### src/rtl/ucd_pkg.sv
// Constants, field layout and types of the universal counter core.
// Assumes a single 250 MHz clock and classic Wishbone register access.
package ucd_pkg;

  // ----------------------------------------------------------------
  // Geometry
  // ----------------------------------------------------------------
  localparam int unsigned DIGITS         = 8;
  localparam int unsigned BCD_W          = 4 * DIGITS;
  localparam int unsigned IDX_W          = $clog2(DIGITS);
  localparam int unsigned FIFO_DEPTH_DEF = 16;

  // ----------------------------------------------------------------
  // Register map
  // ----------------------------------------------------------------
  localparam logic [7:0] ADR_CTRL = 8'h00;
  localparam logic [7:0] ADR_STAT = 8'h04;
  localparam logic [7:0] ADR_LIVE = 8'h08;
  localparam logic [7:0] ADR_DISP = 8'h0C;

  localparam int unsigned CTRL_W         = 5;
  localparam int unsigned CTRL_RANGE_LSB = 0;
  localparam int unsigned CTRL_RANGE_W   = 3;
  localparam int unsigned CTRL_UNIT_BIT  = 3;
  localparam int unsigned CTRL_EXTDP_BIT = 4;
  localparam logic [CTRL_W-1:0] CTRL_RST = 5'h00;

  localparam logic [CTRL_RANGE_W-1:0] RANGE_EXT = 3'h4;

  localparam int unsigned STAT_MEAS_BIT = 0;
  localparam int unsigned STAT_OVF_BIT  = 1;
  localparam int unsigned STAT_FULL_BIT = 2;
  localparam int unsigned STAT_HOLD_BIT = 3;
  localparam int unsigned STAT_CLR_BIT  = 4;

  // ----------------------------------------------------------------
  // Timing
  // ----------------------------------------------------------------
  localparam int unsigned CLK_MHZ       = 250;
  localparam int unsigned DIGIT_US      = 244;
  localparam int unsigned GAP_US        = 6;
  localparam int unsigned RANGE_BASE_US = 10000;
  localparam int unsigned GAP_CYC       = GAP_US * CLK_MHZ;

  typedef enum logic [1:0] {
    ST_WAIT,
    ST_MEAS,
    ST_STORE,
    ST_CLR
  } ucd_state_t;

endpackage : ucd_pkg

### src/rtl/ucd_stream_if.sv
// Valid/ready word stream between the counter core and its FIFO.
// Assumes both ends share one clock.
interface ucd_stream_if #(
  parameter int unsigned W = 33
) ();
  logic         valid;
  logic         ready;
  logic [W-1:0] data;

  modport tx (output valid, output data, input ready);
  modport rx (input valid, input data, output ready);
endinterface : ucd_stream_if

### src/rtl/ucd_counter.sv
// Eight-digit counter core: measurement control, display latch, digit scan.
// Assumes inputs synchronous to clock except hold_i and clear_i,
// and a classic Wishbone master on the register port.
//
// Added by the designer: the register addresses and the Wishbone register port.
module ucd_counter
  import ucd_pkg::*;
#(
  parameter int unsigned DIGIT_CYC     = DIGIT_US * CLK_MHZ,
  parameter int unsigned WIN_BASE_CYC  = RANGE_BASE_US * CLK_MHZ,
  parameter logic        STROBE_ACT_HI = 1'b1,
  parameter int unsigned FIFO_DEPTH    = FIFO_DEPTH_DEF
) (
  input  wire logic              clock,
  input  wire logic              rst_n,
  input  wire logic              wb_cyc_i,
  input  wire logic              wb_stb_i,
  input  wire logic              wb_we_i,
  input  wire logic [7:0]        wb_adr_i,
  input  wire logic [3:0]        wb_sel_i,
  input  wire logic [31:0]       wb_dat_i,
  output logic      [31:0]       wb_dat_o,
  output logic                   wb_ack_o,
  input  wire logic              hold_i,
  input  wire logic              clear_i,
  input  wire logic              count_i,
  input  wire logic              ext_range_i,
  input  wire logic              ext_dp_i,
  output logic      [3:0]        bcd_q,
  output logic      [DIGITS-1:0] strobe_q,
  output logic                   blank_q,
  output logic                   dp_q,
  output logic                   meas_q,
  output logic                   store_q,
  output logic                   clr_phase_q
);
  localparam int unsigned SLOT_CYC = GAP_CYC + DIGIT_CYC;
  localparam logic [DIGITS-1:0] STROBE_IDLE = {DIGITS{~STROBE_ACT_HI}};

  ucd_stream_if #(.W(BCD_W + 1)) fill_s ();
  ucd_stream_if #(.W(BCD_W + 1)) drain_s ();

  logic [CTRL_W-1:0]       ctrl_q;
  logic                    hold_meta_q;
  logic                    hold_s_q;
  logic                    clr_meta_q;
  logic                    clr_s_q;
  logic                    cnt_prev_q;
  logic                    ext_prev_q;
  ucd_state_t              state_q;
  ucd_state_t              state_d;
  logic [31:0]             win_q;
  logic [31:0]             win_lim;
  logic [BCD_W-1:0]        cnt_q;
  logic                    ovf_q;
  logic [BCD_W:0]          disp_q;
  logic [31:0]             slot_q;
  logic [31:0]             slot_d;
  logic [IDX_W-1:0]        idx_q;
  logic [IDX_W-1:0]        idx_d;
  logic [IDX_W-1:0]        dp_idx;
  logic                    extdp_seen_q;
  logic                    blank_d;
  logic                    upper_zero;
  logic                    unit;
  logic                    freeze;
  logic                    cnt_edge;
  logic                    win_end;
  logic                    wb_hit;
  logic [CTRL_RANGE_W-1:0] range;
  logic [BCD_W:0]          inc_v;

  assign unit     = ctrl_q[CTRL_UNIT_BIT];
  assign range    = ctrl_q[CTRL_RANGE_LSB +: CTRL_RANGE_W];
  assign freeze   = hold_s_q && !unit;
  assign cnt_edge = cnt_prev_q && !count_i;
  assign wb_hit   = wb_cyc_i && wb_stb_i && !wb_ack_o;

  function automatic logic [DIGITS-1:0] strobe_on(input logic [IDX_W-1:0] i);
    strobe_on = (DIGITS'(1) << i) ^ STROBE_IDLE;
  endfunction : strobe_on

  // ----------------------------------------------------------------
  // Input synchronisers and edge history
  // ----------------------------------------------------------------
  always_ff @(posedge clock or negedge rst_n) begin
    if (!rst_n) begin
      hold_meta_q <= 1'b0;
      hold_s_q    <= 1'b0;
      clr_meta_q  <= 1'b0;
      clr_s_q     <= 1'b0;
    end else begin
      hold_meta_q <= hold_i;
      hold_s_q    <= hold_meta_q;
      clr_meta_q  <= clear_i;
      clr_s_q     <= clr_meta_q;
    end
  end

  always_ff @(posedge clock or negedge rst_n) begin
    if (!rst_n) begin
      cnt_prev_q <= 1'b0;
      ext_prev_q <= 1'b0;
    end else begin
      cnt_prev_q <= count_i;
      ext_prev_q <= ext_range_i;
    end
  end

  // ----------------------------------------------------------------
  // Register bus
  // ----------------------------------------------------------------
  always_ff @(posedge clock or negedge rst_n) begin
    if (!rst_n) begin
      wb_ack_o <= 1'b0;
    end else begin
      wb_ack_o <= wb_hit;
    end
  end

  always_ff @(posedge clock or negedge rst_n) begin
    if (!rst_n) begin
      ctrl_q <= CTRL_RST;
    end else if (wb_hit && wb_we_i && wb_adr_i == ADR_CTRL && wb_sel_i[0]) begin
      ctrl_q <= wb_dat_i[CTRL_W-1:0];
    end
  end

  always_ff @(posedge clock or negedge rst_n) begin
    if (!rst_n) begin
      wb_dat_o <= '0;
    end else if (wb_hit && !wb_we_i) begin
      case (wb_adr_i)
        ADR_CTRL: wb_dat_o <= 32'(ctrl_q);
        ADR_STAT: begin
          wb_dat_o                <= '0;
          wb_dat_o[STAT_MEAS_BIT] <= meas_q;
          wb_dat_o[STAT_OVF_BIT]  <= disp_q[BCD_W];
          wb_dat_o[STAT_FULL_BIT] <= !fill_s.ready;
          wb_dat_o[STAT_HOLD_BIT] <= hold_s_q;
          wb_dat_o[STAT_CLR_BIT]  <= clr_s_q;
        end
        ADR_LIVE: wb_dat_o <= cnt_q;
        ADR_DISP: wb_dat_o <= disp_q[BCD_W-1:0];
        default:  wb_dat_o <= '0;
      endcase
    end
  end

  // ----------------------------------------------------------------
  // Measurement window
  // ----------------------------------------------------------------
  always_comb begin
    case (range)
      3'h0:    win_lim = 32'(WIN_BASE_CYC);
      3'h1:    win_lim = 32'(WIN_BASE_CYC * 10);
      3'h2:    win_lim = 32'(WIN_BASE_CYC * 100);
      3'h3:    win_lim = 32'(WIN_BASE_CYC * 1000);
      default: win_lim = 32'(WIN_BASE_CYC);
    endcase
  end

  // External range replaces the window count only when selected
  assign win_end = (range == RANGE_EXT) ? (ext_prev_q && !ext_range_i)
                                        : (win_q == win_lim - 32'h1);

  always_ff @(posedge clock or negedge rst_n) begin
    if (!rst_n) begin
      win_q <= '0;
    end else if (state_q != ST_MEAS) begin
      win_q <= '0;
    end else begin
      win_q <= win_q + 32'h1;
    end
  end

  // ----------------------------------------------------------------
  // Measurement sequencer
  // ----------------------------------------------------------------
  always_comb begin
    state_d = state_q;
    case (state_q)
      ST_WAIT: begin
        if (!clr_s_q && !freeze) begin
          state_d = ST_MEAS;
        end
      end
      ST_MEAS: begin
        if (clr_s_q || freeze) begin
          state_d = ST_WAIT;
        end else if (win_end) begin
          state_d = ST_STORE;
        end
      end
      ST_STORE: begin
        if (clr_s_q) begin
          state_d = ST_WAIT;
        end else if ((unit && hold_s_q) || fill_s.ready) begin
          state_d = ST_CLR;
        end
      end
      ST_CLR: state_d = (clr_s_q || freeze) ? ST_WAIT : ST_MEAS;
      default: state_d = ST_WAIT;
    endcase
  end

  always_ff @(posedge clock or negedge rst_n) begin
    if (!rst_n) begin
      state_q     <= ST_WAIT;
      meas_q      <= 1'b0;
      store_q     <= 1'b0;
      clr_phase_q <= 1'b0;
    end else begin
      state_q     <= state_d;
      meas_q      <= (state_d == ST_MEAS);
      store_q     <= (state_d == ST_STORE);
      clr_phase_q <= (state_d == ST_CLR);
    end
  end

  // ----------------------------------------------------------------
  // Main counter, BCD with overflow
  // ----------------------------------------------------------------
  always_comb begin
    logic carry;
    carry = 1'b1;
    inc_v = '0;
    for (int i = 0; i < DIGITS; i++) begin
      inc_v[4*i +: 4] = cnt_q[4*i +: 4];
      if (carry) begin
        if (cnt_q[4*i +: 4] == 4'h9) begin
          inc_v[4*i +: 4] = 4'h0;
        end else begin
          inc_v[4*i +: 4] = cnt_q[4*i +: 4] + 4'h1;
          carry = 1'b0;
        end
      end
    end
    inc_v[BCD_W] = carry;
  end

  always_ff @(posedge clock or negedge rst_n) begin
    if (!rst_n) begin
      cnt_q <= '0;
      ovf_q <= 1'b0;
    end else if (clr_s_q) begin
      cnt_q <= '0;
      ovf_q <= 1'b0;
    end else if ((freeze && state_q != ST_STORE) || (state_q == ST_CLR && !unit)) begin
      cnt_q <= '0;
      ovf_q <= 1'b0;
    end else if (cnt_edge && (unit || state_q == ST_MEAS)) begin
      cnt_q <= inc_v[BCD_W-1:0];
      ovf_q <= ovf_q || inc_v[BCD_W];
    end
  end

  // ----------------------------------------------------------------
  // Result queue and display latch
  // ----------------------------------------------------------------
  assign fill_s.valid  = (state_q == ST_STORE) && !clr_s_q && !(unit && hold_s_q);
  assign fill_s.data   = {ovf_q, cnt_q};
  assign drain_s.ready = (idx_q == '0) && (slot_q == 32'(SLOT_CYC - 2)) && !clr_s_q
                         && !(unit && hold_s_q);

  ucd_fifo #(
    .W     (BCD_W + 1),
    .DEPTH (FIFO_DEPTH)
  ) u_fifo (
    .clock (clock),
    .rst_n (rst_n),
    .flush (clr_s_q),
    .in_s  (fill_s),
    .out_s (drain_s)
  );

  always_ff @(posedge clock or negedge rst_n) begin
    if (!rst_n) begin
      disp_q <= '0;
    end else if (clr_s_q) begin
      disp_q <= '0;
    end else if (drain_s.valid && drain_s.ready) begin
      disp_q <= drain_s.data;
    end
  end

  // ----------------------------------------------------------------
  // Digit scan
  // ----------------------------------------------------------------
  always_comb begin
    slot_d = (slot_q == 32'(SLOT_CYC - 1)) ? 32'h0 : slot_q + 32'h1;
    idx_d  = idx_q;
    if (slot_q == 32'(SLOT_CYC - 1)) begin
      idx_d = (idx_q == '0) ? IDX_W'(DIGITS - 1) : idx_q - 1'b1;
    end
  end

  // Point sits r+1 digits up so the unit reads kHz
  always_comb begin
    dp_idx = '0;
    if (!unit && !ctrl_q[CTRL_EXTDP_BIT] && range < RANGE_EXT) begin
      dp_idx = IDX_W'(range) + 1'b1;
    end
  end

  always_comb begin
    upper_zero = 1'b1;
    for (int j = 0; j < DIGITS; j++) begin
      if (j > int'(idx_d) && disp_q[4*j +: 4] != 4'h0) begin
        upper_zero = 1'b0;
      end
    end
    blank_d = (disp_q[4*idx_d +: 4] == 4'h0) && upper_zero
              && (idx_d > dp_idx)
              && !disp_q[BCD_W]
              && !(extdp_seen_q && idx_q != '0);
  end

  always_ff @(posedge clock or negedge rst_n) begin
    if (!rst_n) begin
      slot_q  <= '0;
      idx_q   <= IDX_W'(DIGITS - 1);
      bcd_q   <= '0;
      blank_q <= 1'b0;
    end else begin
      slot_q <= slot_d;
      idx_q  <= idx_d;
      if (slot_q == 32'(SLOT_CYC - 1)) begin
        bcd_q   <= disp_q[4*idx_d +: 4];
        blank_q <= blank_d;
      end
    end
  end

  // Strobe rises one gap after the BCD change
  always_ff @(posedge clock or negedge rst_n) begin
    if (!rst_n) begin
      strobe_q <= STROBE_IDLE;
    end else if (slot_d >= 32'(GAP_CYC)) begin
      strobe_q <= strobe_on(idx_d);
    end else begin
      strobe_q <= STROBE_IDLE;
    end
  end

  always_ff @(posedge clock or negedge rst_n) begin
    if (!rst_n) begin
      extdp_seen_q <= 1'b0;
      dp_q         <= 1'b0;
    end else begin
      if (slot_q == 32'(SLOT_CYC - 1) && idx_q == '0) begin
        extdp_seen_q <= 1'b0;
      end else if (ctrl_q[CTRL_EXTDP_BIT] && slot_q >= 32'(GAP_CYC)
                   && ext_dp_i == STROBE_ACT_HI) begin
        extdp_seen_q <= 1'b1;
      end
      if (slot_d < 32'(GAP_CYC)) begin
        dp_q <= 1'b0;
      end else if (ctrl_q[CTRL_EXTDP_BIT]) begin
        dp_q <= (ext_dp_i == STROBE_ACT_HI);
      end else begin
        dp_q <= (dp_idx != '0) && (idx_d == dp_idx);
      end
    end
  end

  // ----------------------------------------------------------------
  // Checks
  // ----------------------------------------------------------------
  property p_freeze_abort;
    @(posedge clock) disable iff (!rst_n)
    hold_s_q && !unit && state_q != ST_STORE |=> cnt_q == '0 && !meas_q;
  endproperty
  a_freeze_abort: assert property (p_freeze_abort) else $error("freeze did not abort");

  property p_freeze_no_store;
    @(posedge clock) disable iff (!rst_n)
    hold_s_q && !unit && state_q == ST_MEAS |=> !store_q;
  endproperty
  a_freeze_no_store: assert property (p_freeze_no_store) else $error("store under freeze");

  property p_unit_runs;
    @(posedge clock) disable iff (!rst_n)
    unit && !clr_s_q && cnt_edge |=> cnt_q != $past(cnt_q);
  endproperty
  a_unit_runs: assert property (p_unit_runs) else $error("unit count stalled");

  property p_clear;
    @(posedge clock) disable iff (!rst_n)
    clr_s_q |=> cnt_q == '0 && disp_q == '0 && !meas_q && !store_q;
  endproperty
  a_clear: assert property (p_clear) else $error("clear left state");

  property p_ext_end;
    @(posedge clock) disable iff (!rst_n)
    state_q == ST_MEAS && range == RANGE_EXT && ext_prev_q && !ext_range_i
      && !clr_s_q && !freeze |=> store_q;
  endproperty
  a_ext_end: assert property (p_ext_end) else $error("external range ignored");

  property p_clr_after_store;
    @(posedge clock) disable iff (!rst_n)
    $rose(clr_phase_q) |-> $past(store_q) && !meas_q;
  endproperty
  a_clr_after_store: assert property (p_clr_after_store) else $error("phase order");

  property p_scan_down;
    @(posedge clock) disable iff (!rst_n)
    slot_q == 32'(SLOT_CYC - 1) && idx_q != '0 |=> idx_q == $past(idx_q) - 1'b1;
  endproperty
  a_scan_down: assert property (p_scan_down) else $error("scan order");

  property p_scan_wrap;
    @(posedge clock) disable iff (!rst_n)
    slot_q == 32'(SLOT_CYC - 1) && idx_q == '0 |=> idx_q == IDX_W'(DIGITS - 1);
  endproperty
  a_scan_wrap: assert property (p_scan_wrap) else $error("scan wrap");

  property p_strobe_lag;
    @(posedge clock) disable iff (!rst_n)
    slot_q == 32'(GAP_CYC) |-> strobe_q == strobe_on(idx_q)
      && $past(strobe_q) == STROBE_IDLE;
  endproperty
  a_strobe_lag: assert property (p_strobe_lag) else $error("strobe lag");

  property p_bcd_true;
    @(posedge clock) disable iff (!rst_n)
    $changed(idx_q) && !$past(clr_s_q) |-> bcd_q == disp_q[4*idx_q +: 4];
  endproperty
  a_bcd_true: assert property (p_bcd_true) else $error("bcd mismatch");

  property p_ovf_no_blank;
    @(posedge clock) disable iff (!rst_n)
    $changed(idx_q) && !$past(clr_s_q) && disp_q[BCD_W] |-> !blank_q;
  endproperty
  a_ovf_no_blank: assert property (p_ovf_no_blank) else $error("blank on overflow");

  property p_lsd_shown;
    @(posedge clock) disable iff (!rst_n)
    $changed(idx_q) && idx_q == '0 |-> !blank_q;
  endproperty
  a_lsd_shown: assert property (p_lsd_shown) else $error("lsd blanked");

endmodule : ucd_counter

### src/rtl/ucd_fifo.sv
// Synchronous FIFO with valid/ready on both sides and a flush input.
// Assumes DEPTH is a power of two.
module ucd_fifo #(
  parameter int unsigned W     = 33,
  parameter int unsigned DEPTH = 16
) (
  input  wire logic  clock,
  input  wire logic  rst_n,
  input  wire logic  flush,
  ucd_stream_if.rx   in_s,
  ucd_stream_if.tx   out_s
);
  localparam int unsigned AW = $clog2(DEPTH);

  logic [W-1:0] mem [DEPTH];
  logic [AW:0]  wr_q;
  logic [AW:0]  rd_q;
  logic         full;
  logic         empty;
  logic         push;
  logic         pop;

  assign full        = (wr_q[AW] != rd_q[AW]) && (wr_q[AW-1:0] == rd_q[AW-1:0]);
  assign empty       = (wr_q == rd_q);
  assign in_s.ready  = !full;
  assign out_s.valid = !empty;
  assign out_s.data  = mem[rd_q[AW-1:0]];
  assign push        = in_s.valid && !full;
  assign pop         = out_s.ready && !empty;

  // ----------------------------------------------------------------
  // Pointers
  // ----------------------------------------------------------------
  always_ff @(posedge clock or negedge rst_n) begin
    if (!rst_n) begin
      wr_q <= '0;
      rd_q <= '0;
    end else if (flush) begin
      wr_q <= '0;
      rd_q <= '0;
    end else begin
      if (push) begin
        wr_q <= wr_q + 1'b1;
      end
      if (pop) begin
        rd_q <= rd_q + 1'b1;
      end
    end
  end

  // ----------------------------------------------------------------
  // Storage
  // ----------------------------------------------------------------
  always_ff @(posedge clock) begin
    if (push && !flush) begin
      mem[wr_q[AW-1:0]] <= in_s.data;
    end
  end

endmodule : ucd_fifo

### config.mk
export PLATFORM = sky130hd
export DESIGN_NAME = ucd_counter
export DESIGN_NICKNAME = d
export VERILOG_FILES = /design/src/rtl/ucd_pkg.sv /design/src/rtl/ucd_stream_if.sv /design/src/rtl/ucd_counter.sv /design/src/rtl/ucd_fifo.sv
export SDC_FILE = /design/constraint.sdc
export NUM_CORES = 1
export LEC_CHECK = 0
export BUFFER_PORTS_ARGS = -buffer_cell sky130_fd_sc_hd__buf_2
export CAP_MARGIN = 20
export CORE_UTILIZATION = 55
export CTS_BUF_LIST = sky130_fd_sc_hd__clkbuf_16
export DETAILED_ROUTE_END_ITERATION = 7
export HOLD_SLACK_MARGIN = 0.03
export PLACE_DENSITY = 0.79
export SYNTH_ARGS = -nofsm -noshare
export SYNTH_HDL_FRONTEND = slang
export SYNTH_SLANG_ARGS = --single-unit
### constraint.sdc
create_clock -name clock -period 6.8 [get_ports clock]
set_input_delay 2.04 -clock clock [delete_from_list [all_inputs] [get_ports clock]]
set_output_delay 2.04 -clock clock [all_outputs]
set_load 0.02 [all_outputs]
==> results.md <==
- Final Power: 8960 uW
- Mapped Cells: 1959
- First drt pass iteration count: 5
- Worst Tran Pin Value: 969 ps
- Synth Cell Area: 31000 um^2
- Setup TNS: 0 ps
- DR DRC count: 0
- Inserted Diodes: 0
- NetSw: 1880 uW
- Clock share of power: 43.8%
- PortBufs: 73
- Initial antenna violation count: 2
- Per-cell routed wire length: 26.4 um
- Design Area, Final: 34600 um^2
- WL met3: 7.41 mm
- # rows: 86
- Final ANT Viol Nets: 0
- Power share of the sequential group: 54.2%
- Cell count after placement: 2719
- Yosys synthesis warning count: 0
- Largest net degree at the start of global routing: 108
- Internal: 7080 uW
- Initial Util: 56.0%
- Status: completed
- Worst-path fanout max: 7
- Syn-to-layout area delta: 11.6%
- Final period utilization: 64.5%
- Die H: 240 um
- Most common cell after layout, fill and taps aside: edfxtp_1
- Placed cell area: 32200 um^2
- Later-pin clock latency in the skew report: 630 ps
- Gr ovfl total: 0
- Hold Path Class: flip-flop to flip-flop
- Resized Gates After CTS: 0
- Setup Viol. Count Final: 0
- Sinks on Clock Net: 735
- Wl on met1: 29.1 mm
- Final layout net count: 2136
- Unrepaired setup endpoints after global routing: no
- Vias in the first global route: 18500
- Clock skew: 28.8 ps
- Die extent in x: 240 um
- Clock buffer depth: 3
- VDD IR max: 0.218 mV
- Via count: 18400
- Min Tclk post-route: 4390 ps
- WS Path Type: input port to flip-flop
- Max Cap Viol: 0
- CTS tree: yes
- Overall Global Routing Usage: 27.1%
- Fill cells: 3807
- Setup ws final: 2410 ps
- Ys async rst share: 28.2%
- Io pins: 104
- Reg clk slew, reported paths: 60 ps
- Synthesized area per cell: 15.8 um^2
- Total CTS buffers: 73
- Power Dens Cells: 259 nW/um^2
- Yosys cell types: 74
- Multi-input logic area: 9500 um^2
- Sw Share: 21.0%
- Commonest cells after routing, fill and taps aside: 528 x edfxtp_1, 199 x dfrtp_1, 165 x mux4_2
- WP data arrival: 4930 ps
- RD Place Congestion: 0.879
- Sequential share of the synthesized area: 67.8%
- Post-Synthesis Net Count: 2048
- Max Slew Vio Count: 0
- CTS Root Cell: clkbuf_16
- Reg area: 21100 um^2
- Hold_buf cts: 0
- Die ar.: 57400 um^2
- Finished Layout Cells: 2856
- Worst Setup End Kind: flip-flop
- Pre-CTS setup slack: 1830 ps
- Routed WL: 75.4 mm
- Fmax achieved: 228 MHz
- WP data required: 7340 ps
- Final HPWL DP: 42.3 mm
- Pleak: 0.0111 uW
- H-Tree Depth: 3
- Share of cells above drive strength 1: 20.6%
- Main synth FF type: edfxtp_1
- EDFF count, synth: 528
- Slew headroom: 34.7%
- Number of setup buffers added after CTS: 0
- Vias per Instance: 6.45
- #FFs+latches synth: 735
- Final Hold Vio Count: 0
- Logic pwr share: 2.0%
- Metal2 WL: 36.5 mm
- Top layer in use: met5
- First-pass GRT wire length: 113 mm
- Iteration-0 DRC Markers: 2115
- Critical Path Start Type: input port
- Core Area: 55400 um^2
## routing by layer
| layer | vias to the layer above | GRT usage (%) |
|---|---|---|
| met4 | 2 | 9.73 |
| met5 | - | 0 |
| met3 | 198 | 6.87 |
| met2 | 1029 | 43.4 |
| met1 | 9441 | 36.1 |
| li1 | 7753 | - |
## flip-flops by register name (all words and copies together), names as in the netlist, 2 cells and up
register,cells
u_fifo.rd_q,5
slot_q,32
wb_dat_o,32
win_q,32
cnt_q,32
ctrl_q,5
disp_q,33
u_fifo.wr_q,5
bcd_q,4
strobe_q,8
idx_q,3
state_q,2
u_fifo.mem,528
## layout make-up
class / count / share of cell area (%)
tap: 748 / 2.70
sequential: 735 / 60.8
clock inverter: 60 / 1.26
multi-input combinational: 1093 / 27.4
timing repair buffer: 107 / 1.88
inverter: 37 / 0.408
clock buffer: 76 / 5.49
## cells in the mapped netlist, types with 35 or more instances
master	n	share of area, %
a21oi_1	100	1.6
clkbuf_1	65	0.79
dfrtp_1	204	16
edfxtp_1	528	51
ha_1	35	1.4
inv_1	35	0.42
mux4_2	165	12
nand2_1	141	1.7
nand3_1	54	0.87
nor2_1	137	1.7
nor3_1	37	0.60
o21ai_0	54	0.87
xnor2_1	37	1.0
xor2_1	44	1.2
## power groups by stage
stage / logic (uW) / clock network [uW] / registers (uW)
6_report: 181 / 3920 / 4860
5_1_grt: 198 / 4150 / 4860
4_1_cts: 181 / 3970 / 4860
3_5_place_dp: 178 / 0 / 4950
3_3_place_gp: 172 / 0 / 4950
2_1_floorplan: 53.8 / 0 / 4960
## final timing paths
| path | from | end | slack (ps) | cells after the start |
|---|---|---|---|---|
| min in group asynchronous | rst_n | slot_q[21]$_DFF_PN0_ | 1470 | 1 |
| setup / recovery | count_i | cnt_q[31]$_DFFE_PN0P_ | 2410 | 10 |
| hold reg to reg | hold_meta_q$_DFF_PN0_ | hold_s_q$_DFF_PN0_ | 360 | 0 |
| setup reg to reg | slot_q[0]$_DFF_PN0_ | blank_q$_DFFE_PN0N_ | 2710 | 14 |
| hold / removal | hold_meta_q$_DFF_PN0_ | hold_s_q$_DFF_PN0_ | 360 | 0 |
| max in group asynchronous | rst_n | u_fifo.rd_q[1]$_DFFE_PN0P_ | 4040 | 2 |
## kinds of logic after synthesis
| logic type | share of synthesized area, % |
|---|---|
| AO/OA/AOI/OAI | 4.95 |
| XOR/XNOR | 2.29 |
| AND/OR/NAND/NOR | 8.59 |
| adder cells (fa/ha/maj) | 1.41 |
| flip-flops | 67.8 |
| multiplexers | 13.2 |
| buffers and inverters | 1.70 |
## critical path, cell delays in order
cell and delay, ps:
buf_2 110, nor2b_1 230, o21ai_0 420, a2111oi_4 650
nand2_1 250, nor3_1 420, nand2_1 220, nor3_1 250
o21ai_0 130, a21oi_1 210
## through the flow
stage | hold slack (ps) | utilization [%]
floorplan | 331 | -
global placement | 340 | 58.2
detailed placement | 345 | 58.2
CTS | 360 | 62.4
global route | 374 | 62.5
finish | 359 | 62.5
No activity file was read; power rests on OpenSTA's default activity.
